### config.mk
export PLATFORM = sky130hd
export DESIGN_NAME = clock_ref_ts_packet_codec
export DESIGN_NICKNAME = d
export VERILOG_FILES = /design/src/include/clock_ref_pkg.sv /design/src/hw/crc32_engine.sv /design/src/hw/clock_ref_ts_packet_codec.sv
export SDC_FILE = /design/constraint.sdc
export NUM_CORES = 1
export LEC_CHECK = 0
export BUFFER_PORTS_ARGS = -buffer_cell sky130_fd_sc_hd__buf_2
export CORE_MARGIN = 4
export CORE_UTILIZATION = 40
export DETAILED_ROUTE_END_ITERATION = 16
export PLACE_DENSITY_LB_ADDON = 0.25
export SYNTH_ARGS = -nofsm -noshare
export SYNTH_HDL_FRONTEND = slang
export SYNTH_HIERARCHICAL = 1
export SYNTH_SLANG_ARGS = --single-unit
### constraint.sdc
create_clock -name i_clk -period 13.4 [get_ports i_clk]
set_clock_uncertainty 0.2 [all_clocks]
set_input_delay 2.01 -clock i_clk [delete_from_list [all_inputs] [get_ports i_clk]]
set_output_delay 2.01 -clock i_clk [all_outputs]
set_load 0.005 [all_outputs]
### src/include/clock_ref_pkg.sv
package clock_ref_pkg;

  // transport packet framing
  localparam logic [7:0] SYNC_BYTE = 8'h47;
  localparam logic [7:0] PKT_LAST = 8'hbb;
  localparam logic [1:0] AFC_PCR_ONLY = 2'h2;
  localparam logic [1:0] AFC_PCR_PAYLOAD = 2'h3;
  localparam logic [7:0] AF_LEN_PCR = 8'h07;
  localparam logic [7:0] AF_FLAGS_PCR = 8'h10;
  localparam logic [7:0] PTR_IMMEDIATE = 8'h00;

  // last byte index inside each multi-byte field
  localparam logic [2:0] HDR_LAST = 3'h2;
  localparam logic [2:0] PCR_LAST = 3'h5;
  localparam logic [2:0] SEC_HDR_LAST = 3'h7;
  localparam logic [2:0] ENTRY_LAST = 3'h5;
  localparam logic [2:0] CRC_LAST = 3'h3;

  // crc-32, msb first, no reflection
  localparam logic [31:0] CRC_POLY = 32'h04c11db7;
  localparam logic [31:0] CRC_INIT = 32'hffffffff;
  localparam logic [31:0] CRC_RESIDUE = 32'h00000000;

  // register byte addresses
  localparam logic [7:0] REG_CTRL = 8'h00;
  localparam logic [7:0] REG_PID = 8'h04;
  localparam logic [7:0] REG_TAGS = 8'h08;
  localparam logic [7:0] REG_STATUS = 8'h0c;
  localparam logic [7:0] REG_MASK = 8'h10;
  localparam logic [7:0] REG_PCR_LO = 8'h14;
  localparam logic [7:0] REG_PCR_HI = 8'h18;
  localparam logic [7:0] REG_CORR_LO = 8'h1c;
  localparam logic [7:0] REG_CORR_HI = 8'h20;
  localparam logic [7:0] REG_FWD = 8'h24;
  localparam logic [7:0] REG_RET = 8'h28;

  // field positions
  localparam int TAG_ORB_LSB = 0;
  localparam int TAG_CC_LSB = 8;
  localparam int TAG_HUB_LSB = 16;
  localparam int PCR_HI_EXT_LSB = 16;

  // status / mask bits
  localparam int EV_W = 4;
  localparam int EV_PCR = 0;
  localparam int EV_SEC_OK = 1;
  localparam int EV_CRC_ERR = 2;
  localparam int EV_MALFORMED = 3;

  // reset values
  localparam logic CTRL_RST = 1'h0;
  localparam logic [12:0] PID_RST = 13'h0000;
  localparam logic [7:0] TAG_RST = 8'h00;
  localparam logic [EV_W-1:0] MASK_RST = 4'h0;

  typedef enum logic [15:0] {
    S_IDLE  = 16'h0001,
    S_HDR   = 16'h0002,
    S_AFLEN = 16'h0004,
    S_AFFLG = 16'h0008,
    S_PCR   = 16'h0010,
    S_PTR   = 16'h0020,
    S_PSKIP = 16'h0040,
    S_SECH  = 16'h0080,
    S_FCNT  = 16'h0100,
    S_FENT  = 16'h0200,
    S_RCNT  = 16'h0400,
    S_RENT  = 16'h0800,
    S_DLEN  = 16'h1000,
    S_DESC  = 16'h2000,
    S_CRCB  = 16'h4000,
    S_CHECK = 16'h8000
  } state_e;

  // states whose bytes belong to the section and feed the crc
  localparam logic [15:0] CRC_STATES = 16'h7f80;
  // states that must not meet the end of the packet
  localparam logic [15:0] SECTION_STATES = 16'h7fe0;

  typedef struct packed {
    logic [7:0] data;
    logic valid;
    logic sop;
  } ts_in_s;

  typedef struct packed {
    logic [7:0] addr;
    logic [31:0] wdata;
    logic we;
    logic re;
  } reg_bus_s;

  typedef struct packed {
    logic [32:0] pcr_base;
    logic [8:0] pcr_ext;
    logic pcr_valid;
    logic [32:0] correction;
    logic corr_valid;
  } timing_out_s;

  typedef struct packed {
    logic [31:0] crc;
  } crc_st_s;

  typedef struct packed {
    state_e state;
    logic [7:0] bcnt;
    logic [7:0] cnt;
    logic [2:0] idx;
    logic pusi;
    logic [1:0] afc;
    logic [7:0] t1;
    logic [7:0] t2;
    logic [39:0] acc;
    logic fwd_hit;
    logic ret_hit;
    logic [31:0] fwd_d;
    logic [31:0] ret_d;
    logic enable;
    logic [12:0] pid;
    logic [7:0] orb_tag;
    logic [7:0] cc_tag;
    logic [7:0] hub_tag;
    logic [EV_W-1:0] status;
    logic [EV_W-1:0] mask;
    logic [31:0] fwd_applied;
    logic [31:0] ret_applied;
    logic [31:0] rdata;
    timing_out_s tout;
  } parser_st_s;

endpackage : clock_ref_pkg

### src/hw/crc32_engine.sv
`timescale 1ns/1ps
module crc32_engine (
  input wire logic i_clk,
  input wire logic i_sys_rst,
  input wire logic i_clear,
  input wire logic i_en,
  input wire logic [7:0] i_data,
  output logic [31:0] o_crc
);
  import clock_ref_pkg::*;

  crc_st_s st;
  crc_st_s next_st;

  always_comb begin
    logic [31:0] c;
    logic fb;
    c = st.crc;
    fb = 1'b0;
    next_st = st;
    for (int i = 7; i >= 0; i--) begin
      fb = c[31] ^ i_data[i];
      c = {c[30:0], 1'b0} ^ (fb ? CRC_POLY : 32'h00000000);
    end
    // clear wins: the pointer byte that opens a section is never section data
    if (i_clear) begin
      next_st.crc = CRC_INIT;
    end else if (i_en) begin
      next_st.crc = c;
    end
  end

  always_ff @(posedge i_clk or posedge i_sys_rst) begin
    if (i_sys_rst) begin
      st <= '{crc: CRC_INIT};
    end else begin
      st <= next_st;
    end
  end

  assign o_crc = st.crc;

endmodule : crc32_engine

### src/hw/clock_ref_ts_packet_codec.sv
// Behaviour
// RQ1 - a packet with the delay section has the start indicator set and its first payload byte is a pointer.
// RQ2 - the pointer counts the bytes skipped before the section, zero meaning the section follows at once.
// RQ3 - adaptation control 10 means clock reference only, 11 means adaptation field plus delay payload.
// RQ4 - the sender codes adaptation length 7 with only the clock reference flag set.
// RQ5 - the clock reference base and extension are taken from the adaptation field.
// RQ6 - the sender keeps the whole section inside the packet that carries the clock reference.
// RQ7 - after the 64-bit section header an 8-bit count gives forward entries of tag, tag and 32-bit delay.
// RQ8 - an 8-bit count then gives return entries of orbiter tag, hub tag and 32-bit delay.
// RQ9 - an 8-bit descriptor length follows and that many bytes are skipped before the crc.
// RQ10 - the section ends in a crc-32 that leaves a zero remainder over the whole section.
// RQ11 - each delay is a 32-bit count in clock reference units.
// RQ12 - each entry's tags are compared with the orbiter, control centre and hub tags in use.
// RQ13 - a matching forward entry advances the transmit instant by its delay.
// RQ14 - a matching return entry adds its delay to the position-based delay.
// RQ15 - with both matches the correction is the sum of the two delays.
// RQ16 - with no match or zero delays the correction is zero.
// RQ17 - a section with a bad crc is dropped, the old correction kept and an error flagged.
//
// Added by the designer: the register addresses and the address-and-strobe port.
`timescale 1ns/1ps
module clock_ref_ts_packet_codec (
  input wire logic i_clk,
  input wire logic i_sys_rst,
  input wire clock_ref_pkg::ts_in_s i_ts,
  input wire clock_ref_pkg::reg_bus_s i_bus,
  output logic [31:0] o_rdata,
  output logic o_irq,
  output clock_ref_pkg::timing_out_s o_timing
);
  import clock_ref_pkg::*;

  parser_st_s st;
  parser_st_s next_st;
  logic [31:0] crc;
  logic crc_clear;
  logic crc_en;
  logic [31:0] h_delay;
  logic [8:0] h_ext;
  logic [32:0] h_base;
  logic h_fwd_match;
  logic h_ret_match;
  logic [32:0] fwd_part;
  logic [32:0] ret_part;

  crc32_engine u_crc (
    .i_clk(i_clk),
    .i_sys_rst(i_sys_rst),
    .i_clear(crc_clear),
    .i_en(crc_en),
    .i_data(i_ts.data),
    .o_crc(crc)
  );

  // a delay or clock reference completes on the byte now arriving
  assign h_delay = {st.acc[23:0], i_ts.data};
  assign h_base = st.acc[39:7];
  assign h_ext = {st.acc[0], i_ts.data};
  assign h_fwd_match = (st.t1 == st.orb_tag) && (st.t2 == st.cc_tag); // RQ12
  assign h_ret_match = (st.t1 == st.orb_tag) && (st.t2 == st.hub_tag); // RQ12
  assign fwd_part = st.fwd_hit ? {1'b0, st.fwd_d} : 33'h000000000; // RQ16
  assign ret_part = st.ret_hit ? {1'b0, st.ret_d} : 33'h000000000; // RQ16

  always_comb begin
    logic [EV_W-1:0] ev;
    logic [EV_W-1:0] w1c;
    logic last_byte;
    ev = '0;
    w1c = '0;
    last_byte = i_ts.valid && !i_ts.sop && (st.bcnt == PKT_LAST);
    next_st = st;
    next_st.tout.pcr_valid = 1'b0;
    next_st.tout.corr_valid = 1'b0;
    crc_clear = 1'b0;
    crc_en = i_ts.valid && ((st.state & CRC_STATES) != 16'h0000); // RQ10
    if (i_ts.valid) begin
      next_st.bcnt = st.bcnt + 8'h01;
    end

    case (st.state)
      S_IDLE: begin
      end
      S_HDR: if (i_ts.valid) begin
        next_st.idx = st.idx + 3'h1;
        if (st.idx == 3'h0) begin
          next_st.pusi = i_ts.data[6];
          next_st.t1 = {3'h0, i_ts.data[4:0]};
          if (i_ts.data[7]) begin
            next_st.state = S_IDLE;
          end
        end else if (st.idx == 3'h1) begin
          if (!st.enable || {st.t1[4:0], i_ts.data} != st.pid) begin
            next_st.state = S_IDLE;
          end
        end else begin
          next_st.afc = i_ts.data[5:4];
          // packets with no adaptation field cannot carry the clock reference
          if (i_ts.data[5:4] == AFC_PCR_ONLY || i_ts.data[5:4] == AFC_PCR_PAYLOAD) begin // RQ3
            next_st.state = S_AFLEN;
          end else begin
            next_st.state = S_IDLE;
          end
        end
      end
      S_AFLEN: if (i_ts.valid) begin
        next_st.state = (i_ts.data == AF_LEN_PCR) ? S_AFFLG : S_IDLE; // RQ4
        ev[EV_MALFORMED] = (i_ts.data != AF_LEN_PCR);
      end
      S_AFFLG: if (i_ts.valid) begin
        next_st.state = (i_ts.data == AF_FLAGS_PCR) ? S_PCR : S_IDLE; // RQ4
        ev[EV_MALFORMED] = (i_ts.data != AF_FLAGS_PCR);
        next_st.idx = 3'h0;
      end
      S_PCR: if (i_ts.valid) begin
        next_st.acc = {st.acc[31:0], i_ts.data};
        next_st.idx = st.idx + 3'h1;
        if (st.idx == PCR_LAST) begin
          next_st.tout.pcr_base = h_base; // RQ5
          next_st.tout.pcr_ext = h_ext; // RQ5
          next_st.tout.pcr_valid = 1'b1;
          ev[EV_PCR] = 1'b1;
          // a payload without the start indicator holds no section start
          next_st.state = (st.afc == AFC_PCR_PAYLOAD && st.pusi) ? S_PTR : S_IDLE; // RQ1
        end
      end
      S_PTR: if (i_ts.valid) begin
        next_st.cnt = i_ts.data;
        next_st.idx = 3'h0;
        next_st.fwd_hit = 1'b0;
        next_st.ret_hit = 1'b0;
        crc_clear = (i_ts.data == PTR_IMMEDIATE); // RQ2
        next_st.state = (i_ts.data == PTR_IMMEDIATE) ? S_SECH : S_PSKIP; // RQ2
      end
      S_PSKIP: if (i_ts.valid) begin
        next_st.cnt = st.cnt - 8'h01;
        if (st.cnt == 8'h01) begin
          crc_clear = 1'b1;
          next_st.state = S_SECH; // RQ2
        end
      end
      S_SECH: if (i_ts.valid) begin
        next_st.idx = st.idx + 3'h1;
        if (st.idx == SEC_HDR_LAST) begin
          next_st.state = S_FCNT; // RQ7
        end
      end
      S_FCNT, S_RCNT: if (i_ts.valid) begin
        next_st.cnt = i_ts.data;
        next_st.idx = 3'h0;
        if (i_ts.data != 8'h00) begin
          next_st.state = (st.state == S_FCNT) ? S_FENT : S_RENT; // RQ7 RQ8
        end else begin
          next_st.state = (st.state == S_FCNT) ? S_RCNT : S_DLEN; // RQ7 RQ8
        end
      end
      S_FENT, S_RENT: if (i_ts.valid) begin
        next_st.idx = st.idx + 3'h1;
        next_st.acc = {st.acc[31:0], i_ts.data};
        if (st.idx == 3'h0) begin
          next_st.t1 = i_ts.data;
        end
        if (st.idx == 3'h1) begin
          next_st.t2 = i_ts.data;
        end
        if (st.idx == ENTRY_LAST) begin
          next_st.idx = 3'h0;
          next_st.cnt = st.cnt - 8'h01;
          // the first matching entry of each kind is kept
          if (st.state == S_FENT && h_fwd_match && !st.fwd_hit) begin // RQ12
            next_st.fwd_hit = 1'b1;
            next_st.fwd_d = h_delay; // RQ11
          end
          if (st.state == S_RENT && h_ret_match && !st.ret_hit) begin // RQ12
            next_st.ret_hit = 1'b1;
            next_st.ret_d = h_delay; // RQ11
          end
          if (st.cnt == 8'h01) begin
            next_st.state = (st.state == S_FENT) ? S_RCNT : S_DLEN; // RQ8
          end
        end
      end
      S_DLEN: if (i_ts.valid) begin
        next_st.cnt = i_ts.data;
        next_st.idx = 3'h0;
        next_st.state = (i_ts.data == 8'h00) ? S_CRCB : S_DESC; // RQ9
      end
      S_DESC: if (i_ts.valid) begin
        next_st.cnt = st.cnt - 8'h01;
        if (st.cnt == 8'h01) begin
          next_st.state = S_CRCB; // RQ9
        end
      end
      S_CRCB: if (i_ts.valid) begin
        next_st.idx = st.idx + 3'h1;
        if (st.idx == CRC_LAST) begin
          next_st.state = S_CHECK;
        end
      end
      S_CHECK: begin
        // one cycle late so the engine has absorbed the last crc byte
        next_st.state = S_IDLE;
        if (crc == CRC_RESIDUE) begin // RQ10
          next_st.tout.correction = fwd_part + ret_part; // RQ13 RQ14 RQ15 RQ16
          next_st.tout.corr_valid = 1'b1;
          next_st.fwd_applied = fwd_part[31:0];
          next_st.ret_applied = ret_part[31:0];
          ev[EV_SEC_OK] = 1'b1;
        end else begin
          ev[EV_CRC_ERR] = 1'b1; // RQ17
        end
      end
      default: begin
        next_st.state = S_IDLE;
      end
    endcase

    // a section cut by the end of the packet is dropped whole
    if (last_byte && ((next_st.state & SECTION_STATES) != 16'h0000)) begin
      next_st.state = S_IDLE;
      ev[EV_MALFORMED] = 1'b1;
    end

    if (i_ts.valid && i_ts.sop) begin
      next_st.bcnt = 8'h01;
      next_st.idx = 3'h0;
      // a check in flight still latches its result at this same edge, so the next packet is not lost
      next_st.state = (i_ts.data == SYNC_BYTE) ? S_HDR : S_IDLE;
    end

    if (i_bus.we) begin
      case (i_bus.addr)
        REG_CTRL: next_st.enable = i_bus.wdata[0];
        REG_PID: next_st.pid = i_bus.wdata[12:0];
        REG_TAGS: begin
          next_st.orb_tag = i_bus.wdata[TAG_ORB_LSB +: 8];
          next_st.cc_tag = i_bus.wdata[TAG_CC_LSB +: 8];
          next_st.hub_tag = i_bus.wdata[TAG_HUB_LSB +: 8];
        end
        REG_STATUS: w1c = i_bus.wdata[EV_W-1:0];
        REG_MASK: next_st.mask = i_bus.wdata[EV_W-1:0];
        default: begin
        end
      endcase
    end
    // a new event in the cycle of its clear survives
    next_st.status = (st.status & ~w1c) | ev;

    next_st.rdata = 32'h00000000;
    if (i_bus.re) begin
      case (i_bus.addr)
        REG_CTRL: next_st.rdata = {31'h00000000, st.enable};
        REG_PID: next_st.rdata = {19'h00000, st.pid};
        REG_TAGS: next_st.rdata = {8'h00, st.hub_tag, st.cc_tag, st.orb_tag};
        REG_STATUS: next_st.rdata = {28'h0000000, st.status};
        REG_MASK: next_st.rdata = {28'h0000000, st.mask};
        REG_PCR_LO: next_st.rdata = st.tout.pcr_base[31:0];
        REG_PCR_HI: next_st.rdata = {7'h00, st.tout.pcr_ext, 15'h0000, st.tout.pcr_base[32]};
        REG_CORR_LO: next_st.rdata = st.tout.correction[31:0];
        REG_CORR_HI: next_st.rdata = {31'h00000000, st.tout.correction[32]};
        REG_FWD: next_st.rdata = st.fwd_applied;
        REG_RET: next_st.rdata = st.ret_applied;
        default: next_st.rdata = 32'h00000000;
      endcase
    end
  end

  always_ff @(posedge i_clk or posedge i_sys_rst) begin
    if (i_sys_rst) begin
      st <= '0;
      st.state <= S_IDLE;
      st.enable <= CTRL_RST;
      st.pid <= PID_RST;
      st.orb_tag <= TAG_RST;
      st.cc_tag <= TAG_RST;
      st.hub_tag <= TAG_RST;
      st.mask <= MASK_RST;
    end else begin
      st <= next_st;
    end
  end

  assign o_rdata = st.rdata;
  assign o_timing = st.tout;
  assign o_irq = |(st.status & st.mask);

  logic last_byte_w;
  assign last_byte_w = i_ts.valid && !i_ts.sop && (st.bcnt == PKT_LAST);
endmodule : clock_ref_ts_packet_codec

==> results of run 1 <==
## critical path: stages
cell and delay (ns):
buf_2 0.08, buf_4 0.42, nor4bb_1 0.59, nand3_1 0.14, a221oi_1 0.36, nand4_1 0.17, nor4_2 0.51, o21ai_1 0.22
o41ai_1 0.42, o21ai_1 0.11
## flip-flops by register name (all words and copies together) (netlist names)
signal	flops
o_timing	77
o_rdata	32
st	230
h_base	33
u_crc/o_crc	32
h_delay	7
## cell usage in the layout (no fill, tap or decap), types with 22 or more instances in the layout
cell type    n
clkbuf_16   47
xnor2_1     76
nand2_1    121
a22oi_1     31
buf_2      155
nor3_1      24
a21oi_1     93
and2_1      65
dfrtp_1    378
nand4_1     23
buf_4       26
dfstp_2     33
mux2_2     272
xor2_1      47
nand3_1     26
nor2b_1     22
nor2_1     125
inv_1       31
ha_1        40
o21ai_0     75
## layout make-up
type	count	share of cell area
Clock buffer	67	0.0570
Antenna cell	2	0.000207
Tap cell	696	0.0360
Multi-Input combinational cell	1337	0.421
Inverter	32	0.00527
Clock inverter	20	0.0128
Timing Repair Buffer	182	0.0409
Sequential cell	411	0.426
## worst max-delay path by stage
stage	depth (start not counted)	start	slack (ns)	end
CTS	10	i_ts[1]	8.68	st[363]
global route	10	i_ts[1]	8.35	st[363]
global placement	10	i_ts[1]	8.02	st[363]
detailed placement	10	i_ts[1]	8.06	st[363]
floorplan	1	i_sys_rst	0.66	h_base[0]
finish	10	i_ts[1]	8.62	st[363]
## Yosys cell counts, drive strengths merged (16+ instances only)
master	count
clkbuf	78
and2	66
xor2	49
nor2b	22
nor2	127
nor4	26
buf	128
and3	19
or2	18
ha	40
a31oi	18
nand4	23
a21oi	94
a21o	16
nand3	27
a22oi	32
nor3	26
xnor2	90
mux2	272
inv	32
a222oi	17
nand2	121
o21ai	93
dfstp	33
dfrtp	378
## cell families after synthesis
group                      Yosys count  synth area share
AOI/OAI and AO/OA                  359             0.108
xor gates and xnor gates           142            0.0664
adders and majority gates           41            0.0238
buffers and inverters              238            0.0605
DFF                                411             0.473
muxes                              287             0.147
and+or+nand+nor                    508             0.121
## through the flow
stage	power (mW)	cell area, sq um	hold WS, ns	std cells
2_1_floorplan	1.53	21800	0.250	1986
3_3_place_gp	1.60	22500	0.266	2658
3_5_place_dp	1.60	22500	0.283	2658
4_1_cts	3.00	24200	0.298	2745
5_1_grt	3.08	24200	0.305	2745
6_report	2.97	24200	0.298	2747
## metal layers
| layer | vias to the layer above | GRT usage | share of wire |
|---|---|---|---|
| met5 | - | 0 | 0.00031 |
| met4 | 4 | 0.0741 | 0.033 |
| met3 | 118 | 0.0480 | 0.068 |
| met2 | 470 | 0.346 | 0.46 |
| met1 | 7887 | 0.287 | 0.43 |
| li1 | 7031 | - | - |
## power by group through the flow
stage               Sequential (mW)  Combinational, mW  Clock (mW)
finish                         1.30              0.278        1.39
global route                   1.31              0.305        1.47
global placement               1.32              0.277           0
detailed placement             1.32              0.280           0
CTS                            1.30              0.282        1.42
floorplan                      1.31              0.217           0
==> flow_summary.toml, run 1 <==
[logic_synthesis]
avgSynthCellArea_sq_um = 11.0
syn_nets = 2081
synth_area_leaders = "dfrtp_1 (43%), mux2_2 (14%), dfstp_2 (4.0%)"
yosysTopAreaCell = "dfrtp_1"
synth_edf_count = 0
yosysUniqueCellTypes = 79
synthArstFlopShare = 1.00
synth_seq_area_share = 0.473
syn_area_sq_mm = 0.0218
yosysWarnings = 6
synth_seq_cells = 411
synth_top_cell_area_share = 0.433
dominantRegCellSynth = "dfrtp_1"
postSynthCellCount = 1986

[timing]
period_share = 0.357
tightest_slew_ns = 1.19
tns_ns = 0
worst_slack_ns = 8.62
drv_slew = 0
fmax_ghz = 0.209
relSlewSlack = 0.207
period_needed_ns = 4.78
hold_viol_final = 0
rsz0062_at_grt = "no"
finalSetupViolations = 0

[power_and_ir_drop]
ir_drop_v = 0.0000881
power.leakage_nw = 11.7
pwr-share-clk = 0.467
power_frac_seq = 0.439
p_comb_frac = 0.094
switchingPower_mw = 0.717
power_density_mw_per_mm2 = 123
internal_power_mw = 2.25
switching_share = 0.242

[clock_network]
h-tree-depth = 2
cts_buffers = 47
clk_latency_ns = 0.58
tritoncts = "yes"
cts_setup_buffers = 0
holdBufCountCts = 0
clkSlewWorstSetupHoldPaths_ns = 0.06
clockBufferDepth = 3
cts-root-buf = "clkbuf_16"
cts_resized = 0
clock-sinks = 411

[routing]
ant_nets = 0
firstDrtPassIters = 7
routed_wl_um = 64100
dr_total_vias = 15500
drtIter0Drc = 1256
drc_errors = 0
wire_per_inst_um = 23.3
drt-vias-per-instance = 5.65

[worst_setup_path]
critPathLaunchType = "input pin"
rr_endpoint = "o_timing[32]"
path_class = "input pin to flip-flop"
worstPathMaxFanout = 47
required_ns = 13.67
reg2reg_slack_ns = 8.87
cp-end-kind = "flip-flop"
r2r_cells = 12
worstPathArrival_ns = 5.05
r2r-start = "st[283]"

[global_routing]
grt_usage = 0.215
grt_pass1_vias = 15800
grt_max_degree = 189
grt_antenna_before_repair = 6
overflow = 0
grt_pass1_wl_um = 97600

[floorplanning]
start_util = 0.405
core_area_sq_mm = 0.0539
rows = 85
ios = 164
dieWidth_um = 242
dieHeight_um = 242
die_area_sq_mm = 0.0584

[layout]
fin_util = 0.449
area_delta_synth_final_pct = 10.9
multi_input_area_sq_mm = 0.0102
seqCellArea_sq_mm = 0.0103
final_layout_size_suffix_gt1_frac = 0.306
fin_nets = 2106
fill_cells = 4979

[min_path]
whs_path_depth = 1
worstHoldStart = "st[280]"
holdPathEnd = "st[280]"
hold_path_class = "flip-flop to flip-flop"

[placed_design]
post-place-ws_ns = 8.06
dpl.hpwl_um = 44000
port_buffers = 155
gp_congestion = 0.929

[run]
maxCapViolCount = 0

[outcome]
status = "finished clean"
Power figures use the tool's default switching activity.
==> inputs of run 2 (changes only) <==
- clock period: 13.4 -> 4.2 ns (I/O delays scaled with it)
==> flow_summary.toml, run 2 (synthesis results as in run 1) <==
[global_routing]
grt_max_degree = 172
grt_antenna_before_repair = 9
grt_pass1_wl_um = 99500
grt_usage = 0.219
overflow = 0
grt_pass1_vias = 15800

[worst_setup_path]
path_class = "flip-flop to flip-flop"
r2r_cells = 13
r2r-start = "st[284]"
critPathLaunch = "st[284]"
cp-end-kind = "flip-flop"
worstPathArrival_ns = 4.17
reg2reg_slack_ns = 0.28
worstPathMaxFanout = 9
critPathLaunchType = "flip-flop"
required_ns = 4.45
crit_path_end = "o_timing[31]"
rr_endpoint = "o_timing[31]"

[timing]
tns_ns = 0
period_needed_ns = 3.92
hold_viol_final = 0
rsz0062_at_grt = "no"
tightest_slew_ns = 1.04
holdWs_ns = 0.0484
drv_slew = 0
finalSetupViolations = 0
relSlewSlack = 0.305
period_share = 0.933
fmax_ghz = 0.255

[layout]
final_cell_mix = "dfrtp_1 (378), mux2_2 (272), buf_2 (155)"
multi_input_area_sq_mm = 0.0102
largest_reg_flops = 230
fin_nets = 2141
regMostFlops = "st"
final_layout_size_suffix_gt1_frac = 0.316
fill_cells = 5036
area_delta_synth_final_pct = 11.3
layout_commonest_cell = "dfrtp_1"
seqCellArea_sq_mm = 0.0103

[routing]
routed_wl_um = 65500
ant_nets = 0
drc_errors = 0
firstDrtPassIters = 5
wire_per_inst_um = 23.6
dr_total_vias = 15800
drtIter0Drc = 1342
drt-vias-per-instance = 5.68

[clock_network]
tritoncts = "yes"
cts_setup_buffers = 0
clock-sinks = 411
cts-root-buf = "clkbuf_16"
clk_latency_ns = 0.60
cts_buffers = 46
clkSlewWorstSetupHoldPaths_ns = 0.06
clockBufferDepth = 3
h-tree-depth = 2

[floorplanning]
core_area_sq_mm = 0.0539
dieWidth_um = 242
rows = 85
die_area_sq_mm = 0.0584
start_util = 0.405
dieHeight_um = 242
ios = 164

[placed_design]
port_buffers = 155
gp_congestion = 0.926
dpl.hpwl_um = 46500

[outcome]
status = "finished clean"

[power_and_ir_drop]
power.leakage_nw = 11.8
ir_drop_v = 0.000281
power_density_mw_per_mm2 = 372
power_mw = 9.04

[run]
maxCapViolCount = 0

[min_path]
hold_path_class = "input pin to asynchronous set/reset pin"
run 2: cell types whose count changed in the layout (fill, tap and decap cells not counted), sizes merged:
cell      change
buf          +36
bufinv        -6
clkbuf        -4
clkinv        +4
clkinvlp      +1
run 2: layout make-up:
type / instances / share of cell area
flip-flops and latches: 411 / 0.425
inverters: 32 / 0.00510
well taps: 696 / 0.0358
clock buffers: 63 / 0.0541
diodes: 2 / 0.000206
clock inverters: 19 / 0.00690
repair buffers: 218 / 0.0529
multi-input cells: 1337 / 0.420
run 2: worst max-delay path, stage by stage (launching register included):
cell,delay (ns)
dfrtp_1,0.53
and2_1,0.21
ha_1,0.24
inv_1,0.08
fa_1,0.41
nor2b_1,0.19
o2111ai_1,0.19
a211oi_1,0.40
o41ai_2,0.18
a221o_1,0.41
a21oi_1,0.28
a211oi_1,0.19
xnor2_1,0.19
o21ai_1,0.08
run 2: timing repair:
item,in CTS,in global routing
hold buffers,0,0
endpoints found under the setup margin,0,1
gates resized for setup,0,1
run 2: how the worst min path moves through the flow:
| stage | endpoint | slack, ns |
|---|---|---|
| after floorplan | st[142] | 0.25 |
| after global placement | st[142] | 0.27 |
| after detailed placement | st[142] | 0.27 |
| after CTS | st[202] | 0.06 |
| after global routing | st[189] | 0.07 |
| final | h_base[16] | 0.05 |
run 2: power breakdown:
| part | internal (mW) | switching, mW | leakage [nW] |
|---|---|---|---|
| Sequential | 4.06 | 0.0967 | 5.60 |
| Combinational | 0.401 | 0.503 | 5.45 |
| Clock | 2.27 | 1.70 | 0.733 |
run 2: through the flow:
| stage | instances | util | setup WS [ns] | cell area [sq um] |
|---|---|---|---|---|
| global placement | 2694 | 0.423 | 0.348 | 22800 |
| global route | 2776 | 0.451 | 0.0603 | 24300 |
| detailed placement | 2694 | 0.423 | 0.283 | 22800 |
| floorplan | 1986 | - | -1.72 | 21800 |
| finish | 2778 | 0.451 | 0.280 | 24300 |
| CTS | 2776 | 0.451 | 0.261 | 24300 |
run 2: metal layers:
metal	track usage	up-vias	wire length, um
li1	-	7089	-
met1	0.298	8011	28000
met2	0.352	538	30200
met3	0.0467	122	4810
met4	0.0731	8	2360
met5	0	-	55
==> inputs of run 3 (changes only) <==
- CORE_MARGIN: 4 -> 2
==> flow_summary.toml, run 3 (synthesis results as in run 1) <==
[placed_design]
dp_cells = 2687
port_buffers = 155
dpl.hpwl_um = 45900
post-place-ws_ns = 0.503
gp_congestion = 0.954
placed_cell_area_sq_mm = 0.0228

[timing]
relSlewSlack = 0.369
period_needed_ns = 3.73
holdWs_ns = 0.0796
rsz0062_at_grt = "no"
tightest_slew_ns = 0.946
worst_slack_ns = 0.467
tns_ns = 0
hold_viol_final = 0
fmax_ghz = 0.268
finalSetupViolations = 0
period_share = 0.889
drv_slew = 0

[layout]
seqCellArea_sq_mm = 0.0103
fill_cells = 4989
regMostFlops = "st"
multi_input_area_sq_mm = 0.0102
final_cell_mix = "dfrtp_1 (378), mux2_2 (272), buf_2 (155)"
fin_util = 0.451
largest_reg_flops = 230
layout_commonest_cell = "dfrtp_1"
fin_nets = 2134
final_cell_count_no_fill = 2772
area_delta_synth_final_pct = 11.3
final_layout_size_suffix_gt1_frac = 0.311
stdcell_area_sq_mm = 0.0243

[clock_network]
cts_buffers = 45
tritoncts = "yes"
clkSlewWorstSetupHoldPaths_ns = 0.06
clockBufferDepth = 3
h-tree-depth = 2
clock-sinks = 411
cts_resized = 0
cts-root-buf = "clkbuf_16"
clk_latency_ns = 0.59

[routing]
routed_wl_um = 64800
drt-vias-per-instance = 5.65
wire_per_inst_um = 23.4
firstDrtPassIters = 6
ant_nets = 0
dr_total_vias = 15700
drtIter0Drc = 1440
drc_errors = 0

[floorplanning]
dieWidth_um = 238
dieHeight_um = 238
rows = 85
core_area_sq_mm = 0.0539
ios = 164
die_area_sq_mm = 0.0565
start_util = 0.405

[worst_setup_path]
critPathLaunch = "st[284]"
path_class = "flip-flop to flip-flop"
r2r_cells = 13
worstPathArrival_ns = 3.98
critPathLaunchType = "flip-flop"
rr_endpoint = "o_timing[32]"
r2r-start = "st[284]"
crit_path_end = "o_timing[32]"
cp-end-kind = "flip-flop"
cp_slowest_cell = "a2111oi_0"
cp_slowest_stage_delay_ns = 0.58
worstPathMaxFanout = 12
reg2reg_slack_ns = 0.47
path_cells = "buf_4 -> and2_1 -> ha_1 -> a21o_1 -> a2111oi_0 -> o21ai_1 -> a211oi_1 -> buf_4 -> o31ai_1 -> a2111oi_0 -> o41ai_1 -> xnor2_1 -> o21ai_1"
required_ns = 4.45

[power_and_ir_drop]
switching_share = 0.249
ir_drop_v = 0.000258
pwr-share-clk = 0.438
switchingPower_mw = 2.25
internal_power_mw = 6.78
power_frac_seq = 0.461
power_mw = 9.03
power_density_mw_per_mm2 = 371
power.leakage_nw = 11.8
p_comb_frac = 0.101

[global_routing]
grt_antenna_before_repair = 4
grt_max_degree = 117
overflow = 0
grt_usage = 0.229
grt_pass1_wl_um = 98200
grt_pass1_vias = 15800

[min_path]
hold_path_class = "input pin to flip-flop"

[outcome]
status = "finished clean"

[run]
maxCapViolCount = 0
## run 3: worst min path at each step
stage	startpoint	to	slack [ns]	depth (start not counted)
after floorplan	st[142]	st[142]	0.25	2
after global placement	st[245]	st[245]	0.28	1
after detailed placement	st[275]	st[275]	0.29	1
after CTS	i_bus[19]	st[182]	0.05	2
after global routing	i_bus[19]	st[182]	0.06	2
final	i_bus[19]	st[182]	0.08	2
## run 3: layer usage
metal,routed length [um],up-vias,GRT usage
met1,28600,7939,0.312
met4,2080,6,0.0774
met3,4030,117,0.0423
met2,30100,517,0.368
li1,-,7094,-
met5,35,-,0
## run 3: power groups by stage
stage                     combinational (mW)  sequential, mW  clock, mW
after detailed placement               0.907            4.23          0
after floorplan                        0.692            4.19          0
final                                  0.911            4.16       3.96
after global routing                   0.996            4.17       4.21
after global placement                 0.899            4.23          0
after CTS                              0.916            4.16       4.05
## run 3: what timing repair did
item | 4_1_cts | 5_1_grt
hold buffers | 1 | 0
hold endpoints to repair | 20 | 0
buffers inserted | 0 | 0
## run 3: area by class of cell
type | count | area share
Antenna cell | 3 | 0.000309
Clock buffer | 72 | 0.0567
Clock inverter | 9 | 0.00396
Inverter | 32 | 0.00510
Multi-Input combinational cell | 1337 | 0.420
Sequential cell | 411 | 0.425
Tap cell | 696 | 0.0358
Timing Repair Buffer | 212 | 0.0532
## run 3: critical path: cells and delay by family, from the launching register on
| kind | cells | cell delay [ns] |
|---|---|---|
| buf+inv | 2 | 0.38 |
| flops | 1 | 0.38 |
| xor+xnor | 1 | 0.16 |
| fa+ha+maj | 1 | 0.37 |
| simple gates | 1 | 0.17 |
| compound gates | 8 | 1.94 |
